[src/design/mrco_pkg.sv]
// Constants for the receive control output block: register map, field
// positions, mode codes and timing counts.
// Assumes a 10 MHz APB clock and a link clock sampled by that clock.
package mrco_pkg;

    ////////////////////////////////////////////////////////////////////////
    // Register map (byte addresses, one 32-bit word each)
    localparam logic [7:0] CTRL_ADDR = 8'h00;
    localparam logic [7:0] STATUS_ADDR = 8'h04;

    // Control word fields
    localparam int CTRL_MODE_LSB = 0;
    localparam int CTRL_MODE_MSB = 2;
    localparam int CTRL_TEN_BIT = 3;
    localparam int CTRL_LOOPBACK = 4;
    localparam int CTRL_COL_TEST = 5;
    localparam int CTRL_TERMINAL = 6;
    localparam logic [6:0] CTRL_RESET = 7'h40;

    // Status word fields
    localparam int STAT_STRAP_DV = 0;
    localparam int STAT_STRAP_ER = 1;
    localparam int STAT_STRAP_COL = 2;
    localparam int STAT_TWO_CLOCK = 3;
    localparam int STAT_FIFO_EMPTY = 4;
    localparam int STAT_FIFO_FULL = 5;
    localparam int STAT_RUNNING = 6;

    // Parallel port modes
    localparam logic [2:0] MODE_MII = 3'h0;
    localparam logic [2:0] MODE_GMII = 3'h1;
    localparam logic [2:0] MODE_RGMII = 3'h2;
    localparam logic [2:0] MODE_TBI = 3'h3;
    localparam logic [2:0] MODE_RTBI = 3'h4;

    // Code-group bit positions placed on the pins
    localparam int CG_BIT4 = 4;
    localparam int CG_BIT8 = 8;
    localparam int CG_BIT9 = 9;
    localparam int WORD_WIDTH = 10;
    localparam int FIFO_DEPTH = 8;

    ////////////////////////////////////////////////////////////////////////
    // Timing
    localparam int PCLK_PERIOD_NS = 100;
    localparam int RX_CLK_PERIOD_NS = 800;
    localparam int RX_HALF_CYCLES = RX_CLK_PERIOD_NS / 2 / PCLK_PERIOD_NS;
    localparam logic [2:0] RX_HALF_LAST = 3'(RX_HALF_CYCLES - 1);
    localparam logic [1:0] STRAP_SETTLE_LAST = 2'h2;

    typedef enum logic [1:0] {ST_SETTLE, ST_CAPTURE, ST_RUN} mrco_state_type;

endpackage

[src/design/mrco_fifo.sv]
// Small synchronous FIFO with valid/ready on both sides.
// Assumes one clock; full and empty reflect the true fill level.
`timescale 1ns/1ps
module mrco_fifo #(
    parameter int WIDTH = 10,
    parameter int DEPTH = 8
) (
    // Clock and reset
    input wire logic clk,
    input wire logic rst_n,
    // Fill side
    input wire logic in_valid,
    output logic in_ready,
    input wire logic [WIDTH-1:0] in_data,
    // Drain side
    output logic out_valid,
    input wire logic out_ready,
    output logic [WIDTH-1:0] out_data,
    // Fill state
    output logic full,
    output logic empty
);
    localparam int AW = $clog2(DEPTH);

    logic [WIDTH-1:0] mem_reg [DEPTH];
    logic [AW:0] wptr_reg, wptr_next;
    logic [AW:0] rptr_reg, rptr_next;
    logic push, pop;

    ////////////////////////////////////////////////////////////////////////
    // Pointers carry one extra wrap bit so full and empty differ
    always_comb begin
        empty = (wptr_reg == rptr_reg);
        full = (wptr_reg[AW-1:0] == rptr_reg[AW-1:0]) &&
               (wptr_reg[AW] != rptr_reg[AW]);
        in_ready = !full;
        out_valid = !empty;
        push = in_valid && !full;
        pop = out_ready && !empty;
        wptr_next = push ? wptr_reg + 1'b1 : wptr_reg;
        rptr_next = pop ? rptr_reg + 1'b1 : rptr_reg;
        out_data = mem_reg[rptr_reg[AW-1:0]];
    end

    always_ff @(posedge clk or negedge rst_n) begin
        if (!rst_n) begin
            wptr_reg <= '0;
            rptr_reg <= '0;
        end else begin
            wptr_reg <= wptr_next;
            rptr_reg <= rptr_next;
        end
    end

    // Storage has no reset; nothing reads a slot before it is written
    always_ff @(posedge clk) begin
        if (push) begin
            mem_reg[wptr_reg[AW-1:0]] <= in_data;
        end
    end

endmodule

[src/design/mrco_rx_ctrl.sv]
// Receive control outputs of a parallel MII-family port: valid, error and
// collision pins, with reset-time strap capture and an APB register pair.
// Assumes pins and the link clock are asynchronous to pclk.
`timescale 1ns/1ps
module mrco_rx_ctrl
    import mrco_pkg::*;
(
    // APB slave
    input wire logic pclk,
    input wire logic presetn,
    input wire logic psel,
    input wire logic penable,
    input wire logic pwrite,
    input wire logic [7:0] paddr,
    input wire logic [31:0] pwdata,
    output logic [31:0] prdata,
    output logic pready,
    output logic pslverr,
    // Receive word stream: {error/bit9, valid/bit8, data[7:0]}
    input wire logic word_valid,
    output logic word_ready,
    input wire logic [9:0] word_data,
    // Collision sources, asynchronous
    input wire logic collision_event,
    input wire logic transmit_active,
    // Receive clock pin
    input wire logic receive_clock_in,
    output logic receive_clock_out,
    output logic receive_clock_oe,
    // Even group clock, driven in two-clock TBI
    output logic even_group_receive_clock,
    // Receive valid pin
    input wire logic rx_valid_in,
    output logic rx_valid_out,
    output logic rx_valid_oe,
    // Receive error pin
    input wire logic rx_error_in,
    output logic rx_error_out,
    output logic rx_error_oe,
    // Collision pin
    input wire logic collision_in,
    output logic collision_out,
    output logic collision_oe
);

    ////////////////////////////////////////////////////////////////////////
    // Decoding used in several places
    function automatic logic is_rgmii_rtbi(input logic [2:0] m);
        return (m == MODE_RGMII) || (m == MODE_RTBI);
    endfunction

    function automatic logic is_ten_bit(input logic [2:0] m);
        return (m == MODE_TBI) || (m == MODE_RTBI);
    endfunction

    ////////////////////////////////////////////////////////////////////////
    // Declarations
    logic [6:0] ctrl_reg, ctrl_next;
    logic [31:0] prdata_reg, prdata_next;
    logic pslverr_reg, pslverr_next;
    logic [3:0] sync1_reg, sync2_reg;
    logic [2:0] div_cnt_reg, div_cnt_next;
    logic clk_gen_reg, clk_gen_next;
    logic link_prev_reg, link_level, link_rise, link_fall;
    mrco_state_type state_reg, state_next;
    logic [1:0] settle_reg, settle_next;
    logic [2:0] strap_reg, strap_next;
    logic [9:0] held_reg, held_next;
    logic dv_reg, dv_next, er_reg, er_next, even_reg, even_next;
    logic [2:0] mode;
    logic loopback, col_test, terminal, two_clock, running, advance;
    logic fifo_valid, fifo_ready, fifo_full, fifo_empty;
    logic [9:0] fifo_data, word_now;

    assign mode = ctrl_reg[CTRL_MODE_MSB:CTRL_MODE_LSB];
    assign loopback = ctrl_reg[CTRL_LOOPBACK];
    assign col_test = ctrl_reg[CTRL_COL_TEST];
    assign terminal = ctrl_reg[CTRL_TERMINAL];
    assign running = (state_reg == ST_RUN);
    assign two_clock = ctrl_reg[CTRL_TEN_BIT] | strap_reg[0];

    ////////////////////////////////////////////////////////////////////////
    // APB slave: zero wait, read data latched in the setup cycle
    always_comb begin
        ctrl_next = ctrl_reg;
        prdata_next = prdata_reg;
        pslverr_next = pslverr_reg;
        if (psel && !penable) begin
            prdata_next = 32'h0000_0000;
            pslverr_next = 1'b0;
            unique case (paddr)
                CTRL_ADDR: prdata_next = {25'h000_0000, ctrl_reg};
                STATUS_ADDR: begin
                    prdata_next[STAT_STRAP_DV] = strap_reg[0];
                    prdata_next[STAT_STRAP_ER] = strap_reg[1];
                    prdata_next[STAT_STRAP_COL] = strap_reg[2];
                    prdata_next[STAT_TWO_CLOCK] = two_clock;
                    prdata_next[STAT_FIFO_EMPTY] = fifo_empty;
                    prdata_next[STAT_FIFO_FULL] = fifo_full;
                    prdata_next[STAT_RUNNING] = running;
                end
                default: pslverr_next = 1'b1;
            endcase
        end
        // Status is read only; writes to it are dropped without error
        if (psel && penable && pwrite && paddr == CTRL_ADDR) begin
            ctrl_next = pwdata[6:0];
        end
    end

    always_ff @(posedge pclk or negedge presetn) begin
        if (!presetn) begin
            ctrl_reg <= CTRL_RESET;
            prdata_reg <= 32'h0000_0000;
            pslverr_reg <= 1'b0;
        end else begin
            ctrl_reg <= ctrl_next;
            prdata_reg <= prdata_next;
            pslverr_reg <= pslverr_next;
        end
    end

    assign pready = 1'b1;
    assign prdata = (psel && penable) ? prdata_reg : 32'h0000_0000;
    assign pslverr = psel && penable && pslverr_reg;

    ////////////////////////////////////////////////////////////////////////
    // Two-stage synchronisers for the link clock and the strap pins
    always_ff @(posedge pclk or negedge presetn) begin
        if (!presetn) begin
            sync1_reg <= 4'h0;
            sync2_reg <= 4'h0;
        end else begin
            sync1_reg <= {collision_in, rx_error_in, rx_valid_in,
                          receive_clock_in};
            sync2_reg <= sync1_reg;
        end
    end

    ////////////////////////////////////////////////////////////////////////
    // Receive clock: taken from the pin in DTE, made by division in DCE
    always_comb begin
        div_cnt_next = div_cnt_reg + 3'h1;
        clk_gen_next = clk_gen_reg;
        if (div_cnt_reg == RX_HALF_LAST) begin
            div_cnt_next = 3'h0;
            clk_gen_next = !clk_gen_reg;
        end
        link_level = terminal ? sync2_reg[0] : clk_gen_reg;
        link_rise = link_level && !link_prev_reg;
        link_fall = !link_level && link_prev_reg;
    end

    always_ff @(posedge pclk or negedge presetn) begin
        if (!presetn) begin
            div_cnt_reg <= 3'h0;
            clk_gen_reg <= 1'b0;
            link_prev_reg <= 1'b0;
        end else begin
            div_cnt_reg <= div_cnt_next;
            clk_gen_reg <= clk_gen_next;
            link_prev_reg <= link_level;
        end
    end

    assign receive_clock_out = clk_gen_reg;
    assign receive_clock_oe = !terminal;

    ////////////////////////////////////////////////////////////////////////
    // Strap capture: wait for the synchronisers to fill, then sample once
    always_comb begin
        state_next = state_reg;
        settle_next = settle_reg;
        strap_next = strap_reg;
        unique case (state_reg)
            ST_SETTLE: begin
                settle_next = settle_reg + 2'h1;
                if (settle_reg == STRAP_SETTLE_LAST) begin
                    state_next = ST_CAPTURE;
                end
            end
            ST_CAPTURE: begin
                strap_next = sync2_reg[3:1];
                state_next = ST_RUN;
            end
            ST_RUN: state_next = ST_RUN;
        endcase
    end

    always_ff @(posedge pclk or negedge presetn) begin
        if (!presetn) begin
            state_reg <= ST_SETTLE;
            settle_reg <= 2'h0;
            strap_reg <= 3'h0;
        end else begin
            state_reg <= state_next;
            settle_reg <= settle_next;
            strap_reg <= strap_next;
        end
    end

    ////////////////////////////////////////////////////////////////////////
    // Word buffer between the stream source and the link edges
    mrco_fifo #(
        .WIDTH(WORD_WIDTH),
        .DEPTH(FIFO_DEPTH)
    ) u_fifo (
        .clk(pclk),
        .rst_n(presetn),
        .in_valid(word_valid),
        .in_ready(word_ready),
        .in_data(word_data),
        .out_valid(fifo_valid),
        .out_ready(fifo_ready),
        .out_data(fifo_data),
        .full(fifo_full),
        .empty(fifo_empty)
    );

    ////////////////////////////////////////////////////////////////////////
    // Pin update. A new word is taken on each rising edge, and also on
    // falling edges in two-clock TBI where the even clock rises there.
    // An empty buffer sends an idle all-zero word rather than stalling.
    always_comb begin
        advance = running && (link_rise || (link_fall &&
                  mode == MODE_TBI && two_clock));
        fifo_ready = advance;
        word_now = fifo_valid ? fifo_data : 10'h000;
        held_next = held_reg;
        dv_next = dv_reg;
        er_next = er_reg;
        even_next = (mode == MODE_TBI) && two_clock && running &&
                    !link_level;
        if (advance) begin
            held_next = word_now;
            unique case (mode)
                MODE_RGMII: dv_next = word_now[CG_BIT8];
                MODE_RTBI: dv_next = word_now[CG_BIT4];
                MODE_TBI: begin
                    dv_next = word_now[CG_BIT8];
                    er_next = word_now[CG_BIT9];
                end
                default: begin
                    dv_next = word_now[CG_BIT8];
                    er_next = word_now[CG_BIT9];
                end
            endcase
        end else if (running && link_fall) begin
            // Second half of a double-rate clock cycle
            if (mode == MODE_RGMII) begin
                dv_next = held_reg[CG_BIT8] ^ held_reg[CG_BIT9];
            end else if (mode == MODE_RTBI) begin
                dv_next = held_reg[CG_BIT9];
            end
        end
    end

    always_ff @(posedge pclk or negedge presetn) begin
        if (!presetn) begin
            held_reg <= 10'h000;
            dv_reg <= 1'b0;
            er_reg <= 1'b0;
            even_reg <= 1'b0;
        end else begin
            held_reg <= held_next;
            dv_reg <= dv_next;
            er_reg <= er_next;
            even_reg <= even_next;
        end
    end

    // Enables stay low until the straps have been taken
    assign rx_valid_out = dv_reg;
    assign rx_valid_oe = running;
    assign rx_error_out = er_reg;
    assign rx_error_oe = running && !is_rgmii_rtbi(mode);
    assign even_group_receive_clock = even_reg;

    ////////////////////////////////////////////////////////////////////////
    // Collision is a pure gate path: it must not wait for any clock.
    // The far side is trusted to ignore it in full duplex.
    always_comb begin
        if (col_test) begin
            collision_out = transmit_active;
        end else if (loopback) begin
            collision_out = 1'b0;
        end else begin
            collision_out = collision_event;
        end
    end
    assign collision_oe = running && !is_ten_bit(mode);
endmodule

[config.mk]
export PLATFORM = sky130hd
export DESIGN_NAME = mrco_rx_ctrl
export DESIGN_NICKNAME = d
export VERILOG_FILES = /design/src/design/mrco_pkg.sv /design/src/design/mrco_fifo.sv /design/src/design/mrco_rx_ctrl.sv
export SDC_FILE = /design/constraint.sdc
export NUM_CORES = 1
export LEC_CHECK = 0
export BUFFER_PORTS_ARGS = -buffer_cell sky130_fd_sc_hd__buf_2
export CAP_MARGIN = 15
export CORE_MARGIN = 8
export CORE_UTILIZATION = 46
export CTS_CLUSTER_DIAMETER = 200
export DETAILED_ROUTE_END_ITERATION = 7
export HOLD_SLACK_MARGIN = 0.05
export PLACE_DENSITY = 0.76
export RECOVER_POWER = 50
export SLEW_MARGIN = 30
export SYNTH_ARGS = -nofsm -noshare
export SYNTH_HDL_FRONTEND = slang
export SYNTH_SLANG_ARGS = --single-unit
[constraint.sdc]
create_clock -name pclk -period 1.7 [get_ports pclk]
set_input_delay 0.425 -clock pclk [delete_from_list [all_inputs] [get_ports pclk]]
set_output_delay 0.425 -clock pclk [all_outputs]
set_load 0.02 [all_outputs]
Word-level counts from Yosys, hierarchy flattened. Memories as Yosys holds them, arrays and structs flattened. Index checks and enable logic that the tools add are counted.

Memories: 1. Flip-flop bits (word level): 56. Bits in writable memories: 80. Input port bits: 62. Output and inout port bits: 44. Logic and storage cells: 94.

Reductions and logical operators: 40. Bitwise logic cells: 3. Muxes and demuxes: 17. $add $sub $neg: 4. Equal/unequal tests: 12.

Memory list: u_fifo.mem_reg (depth 8, bits a word 10, read ports 1, clocked after Yosys merged registers in 0, write ports 1, RTL line mrco_fifo.sv:25) `logic [WIDTH-1:0] mem_reg [DEPTH];`.

Operator list (number): $logic_and 1x1->1 (19); $pmux 7 s2 (1); $mux 1 (11); $mux 10 (1); $eq 3x2->1 const B (3); $logic_not 1->1 (9); $add 4x1->4 const B (2); $eq 8x3->1 const B (1); $logic_not 8->1 (1); $mux 7 (1); $reduce_or 2->1 (3); $eq 2x2->1 const B (2); $eq 4x4->1 (1); $pmux 2 s2 (1); $reduce_and 2->1 (2); $add 3x1->3 const B (1); $eq 3x3->1 (1); $eq 3x3->1 const B (1); $logic_or 1x1->1 (3); $mux 3 (1); $reduce_bool 3->1 (1); $add 2x1->2 const B (1); $eq 2x1->1 const B (1); $logic_not 2->1 (1); other kinds (7) (7).

Longest topological paths before layout.
Word-level depth: 9. Mapped depth: 6. Depth with buffers taken out: 5.

By module. From an unflattened synthesis, not the netlist that was laid out.

Cells, all modules: 349. Area total of the unflattened synthesis: 5634.2 um2.

Modules (own cells, without submodules): mrco_fifo (seq. area each 2602.5 um2, area an instance 3669.8 um2, instances 1, cells each 178); mrco_rx_ctrl (seq. area each 1002.2 um2, area an instance 1964.4 um2, instances 1, cells each 171).

Worst setup path before layout. Ideal clock, no wire load.

Path type: reg2reg. From: register u_fifo.rptr_reg[0]. To: memory u_fifo.mem_reg[0][4], enable pin. Cell stages (with the launch flop): 7. Clock period less this slack: 2077 ps. Arrival: 1732 ps. Library setup time: 345 ps. Buffers on the path: 1. Required time: 1355 ps. Path slack: -377 ps. Cells stage by stage: dfrtp_1 -> buf_4 -> xnor2_1 -> nand4_1 -> nand2_1 -> or2_2 -> nor3_1.

Longest elaborated chain between the ends: 6.

Ends and longest elaborated chain: from (decl) (RTL line mrco_fifo.sv:27) `logic [AW:0] rptr_reg, rptr_next;`; from (signal assigned) (RTL line mrco_fifo.sv:51) `rptr_reg <= rptr_next;`; $eq 3x3->1 (RTL line mrco_fifo.sv:34) `full = (wptr_reg[AW-1:0] == rptr_reg[AW-1:0]) &&`; $logic_and 1x1->1 (RTL line mrco_fifo.sv:34); $logic_not 1->1; via word_ready (RTL line mrco_rx_ctrl.sv:21) `output logic word_ready,`; $logic_and 1x1->1 (RTL line mrco_fifo.sv:38) `push = in_valid && !full;`; $mux 1 (RTL line mrco_fifo.sv:57) `if (push) begin`; $mux 1 (implied by the code) (RTL line mrco_fifo.sv:58) `mem_reg[wptr_reg[AW-1:0]] <= in_data;`; to (decl) (RTL line mrco_fifo.sv:25).

The timed path passes the listed nets, and every way through them passes these cells.

Worst setup path after layout.
From: register ctrl_reg[1]. To: output rx_error_oe.

Longest elaborated chain between the ends: 4. Elaborated cells on any way between the ends: 5. Those cells by class: 2 x eq/ne; 3 x reduce/logical.

Ends and longest elaborated chain: from (decl) (RTL line mrco_rx_ctrl.sv:58) `logic [6:0] ctrl_reg, ctrl_next;`; from (signal assigned) (RTL line mrco_rx_ctrl.sv:117) `ctrl_reg <= ctrl_next;`; $eq 3x2->1 / $eq 3x3->1 (equally long branches) (RTL line mrco_rx_ctrl.sv:49) `return (m == MODE_RGMII) || (m == MODE_RTBI);`; $logic_or 1x1->1 * (RTL line mrco_rx_ctrl.sv:49); $logic_not 1->1 * (RTL line mrco_rx_ctrl.sv:276) `assign rx_error_oe = running && !is_rgmii_rtbi(mode);`; $logic_and 1x1->1 * (RTL line mrco_rx_ctrl.sv:276); to (decl) (RTL line mrco_rx_ctrl.sv:39) `output logic rx_error_oe,`.

Mark *: on every way between the ends. The rest lies on a longest branch, timed or not.

==> reports/results.ini <==
[floorplanning]
num_rows=31
fp.dieW_um=101.4
die_h_um=101.4
start_util_pct=46.78
die-area_sq_um=10290
io_pins=106
core_area_sq_um=7176

[yosys]
synth.area.mux_share_pct=9.914
async_flop_share_pct=66.67
yosys_warnings=0
yosys.area_share.simple_pct=12.78
synth.distinct_cells=47
ys_seq_elements=72
ys.flop_type=dfrtp_1
yosysSeqAreaShare_pct=57.29
synthCells=273
synth_top_family_by_area=simple AND/OR/NAND/NOR gates
synth_xor_area_share_pct=3.653
syn_area_sq_um=3357
synth.area.top_cells=dfrtp_1 35%, edfxtp_1 21%, buf_4 6.0%
avgSynthCellArea_sq_um=12.30
synth_top_area_share_pct=35.04
synth_edf_count=24
synth_compound_area_share_pct=5.479
synth-adder-area-share_pct=2.609
yosys.area.top_type=dfrtp_1

[critical_path]
critPathLaunch=ctrl_reg[1]
critPathKind=reg -> out
worstPathCellList=xnor2_2, nor2_4, nor2b_4, buf_6
cp.required_ps=1270
reg2reg_from=u_fifo.rptr_reg[3]
worst_setup_path_end_kind=output pin
crit_path_max_incr_delay_ps=460
r2r_slack_ps=-30
start_kind=register
critical_path.max_fanout=6
critPathArrivalTime_ps=1400
cp_slowest_cell=dfrtp_2

[placement]
portBuffers=47
gp_congestion=0.7726
dp_cells=431
hpwl_um=4859

[worst_hold_path]
worst_hold_path_type=in -> reg
hold_start=rx_valid_in

[finish]
multi_input_area_sq_um=1429
fillCellCount=551
largest_reg_flops=24
area_growth_pct=27.32
layout_common_cells=45 x dfrtp_1, 42 x buf_2, 33 x buf_4
layout.cells.non_filler=462
utilization_pct=59.56
diodes=0
final-seq-area_sq_um=1926
drive_gt1_share_pct=40.22
final_common_cell=dfrtp_1
fin_nets=427

[clock_network]
clock_path_buffers=2
path_clk_slew_ps=80
h-tree-depth=3
cts_sinks=72
clock_latency_ps=350
cts_tree=done
clock-root-buffer=clkbuf_8
cts_buffers=9

[sta]
maxSlewHeadroom_pct=56.91
rsz0062_at_grt=yes
min_period_ps=1823
max_freq_mhz=548.7
worstMarginPinSlew_ps=646.4
clock_skew_ps=12.15
setup_viol=6
min_period_over_period_pct=107.2
drv_slew=0
hold_viol_final=0
setup_slack_ps=-122.5

[flow_run]
max-cap-violations=0

[route]
viasPerCell=4.840
drt.antenna.violating_nets=0
wl_um=7104
num_vias=2236
drt_iter0_markers=208
drc_errors=0
dr.pass1.iters=4
route.detailed.wl_per_inst_um=15.38

[pwr]
p_leak_nw=1.998
p_per_area_nw_per_um2=1359
total_power_mw=5.807
ir_worst_vdd_mv=0.9241

[global_route]
grt_overflow=0
grt_pass1_wl_um=10620
grt_pass1_vias=2210
grt_antenna_before_repair=0
track_usage_pct=13.55
grt_start_max_net_pins=49

[outcome]
status=finished, violations left
violations=negative setup slack

-- cell type report --
cell class	instances	area share, %
Multi-Input combinational cell	181	33.43
Inverter	9	0.7904
Clock inverter	6	2.137
Sequential cell	72	45.05
Tap cell	99	2.898
Clock buffer	10	2.986
Timing Repair Buffer	85	12.70
-- per-stage QoR --
stage	instance area, sq um	setup WS (ps)	hold slack, ps	setup TNS [ps]
2_1_floorplan	3505	-131.6	129.4	-2198
3_3_place_gp	3797	-245.9	331.6	-3502
3_5_place_dp	3797	-280.0	337.2	-4538
4_1_cts	4144	-109.7	167.0	-271.2
5_1_grt	4274	-160.1	152.8	-1279
6_report	4274	-122.5	173.9	-367.3
-- layer usage --
| layer | GRT usage (%) | wire, um | up-vias |
|---|---|---|---|
| met2 | 22.12 | 3443 | 82 |
| met1 | 15.77 | 2853 | 1058 |
| li1 | - | - | 1082 |
| met3 | 4.192 | 636 | 14 |
| met4 | 6.873 | 170 | 0 |
| met5 | 0 | 0 | - |
-- path summary, 6_finish.rpt --
check	to	depth (start not counted)
worst min-delay path	sync1_reg[1]	1
worst max register to register	u_fifo.mem_reg[0][8]	6
worst min register to register	sync2_reg[0]	0
worst max-delay path	rx_error_oe	4
min in group asynchronous	prdata_reg[2]	3
max in group asynchronous	u_fifo.rptr_reg[0]	3
-- logic make-up (layout without fill, tap and decap cells) --
group,Yosys count,after routing
AOI/OAI and AO/OA,29,29
buffers and inverters,44,110
adders and majority gates,7,7
xor gates and xnor gates,14,14
other,2,26
DFF,72,72
muxes,31,31
and+or+nand+nor,74,74
-- critical path, delay by kind of cell, from the launching register on --
family | cells | cell delay [ps]
DFF | 1 | 460
xor gates and xnor gates | 1 | 240
and+or+nand+nor | 2 | 210
buffers and inverters | 1 | 130
-- cells in the mapped netlist (4+ instances only) --
master	instances
dfrtp_1	47
buf_4	27
edfxtp_1	24
mux2_2	18
nor2_1	18
nand2_1	16
mux2i_1	13
o21ai_0	11
xnor2_1	11
and3_1	10
inv_1	9
ha_1	7
a21oi_1	5
clkbuf_1	4
nand2b_1	4
nand3_1	4
nand4_1	4
nor2b_1	4
-- where the power goes --
part | switching (mW) | leakage (nW) | internal, mW
sequential | 0.181 | 0.805 | 2.05
clock | 0.662 | 0.111 | 0.837
combinational | 1.05 | 1.08 | 1.03
-- timing repair --
| item | in CTS | in global routing |
|---|---|---|
| endpoints found under the hold margin | 11 | 0 |
| pin swaps | 3 | 12 |
| buffers inserted | 9 | 6 |
| hold buffers | 1 | 0 |
| resized for setup | 13 | 26 |
| setup endpoints to repair | 28 | 35 |
Note: power is estimated with default switching activity, not from simulation.
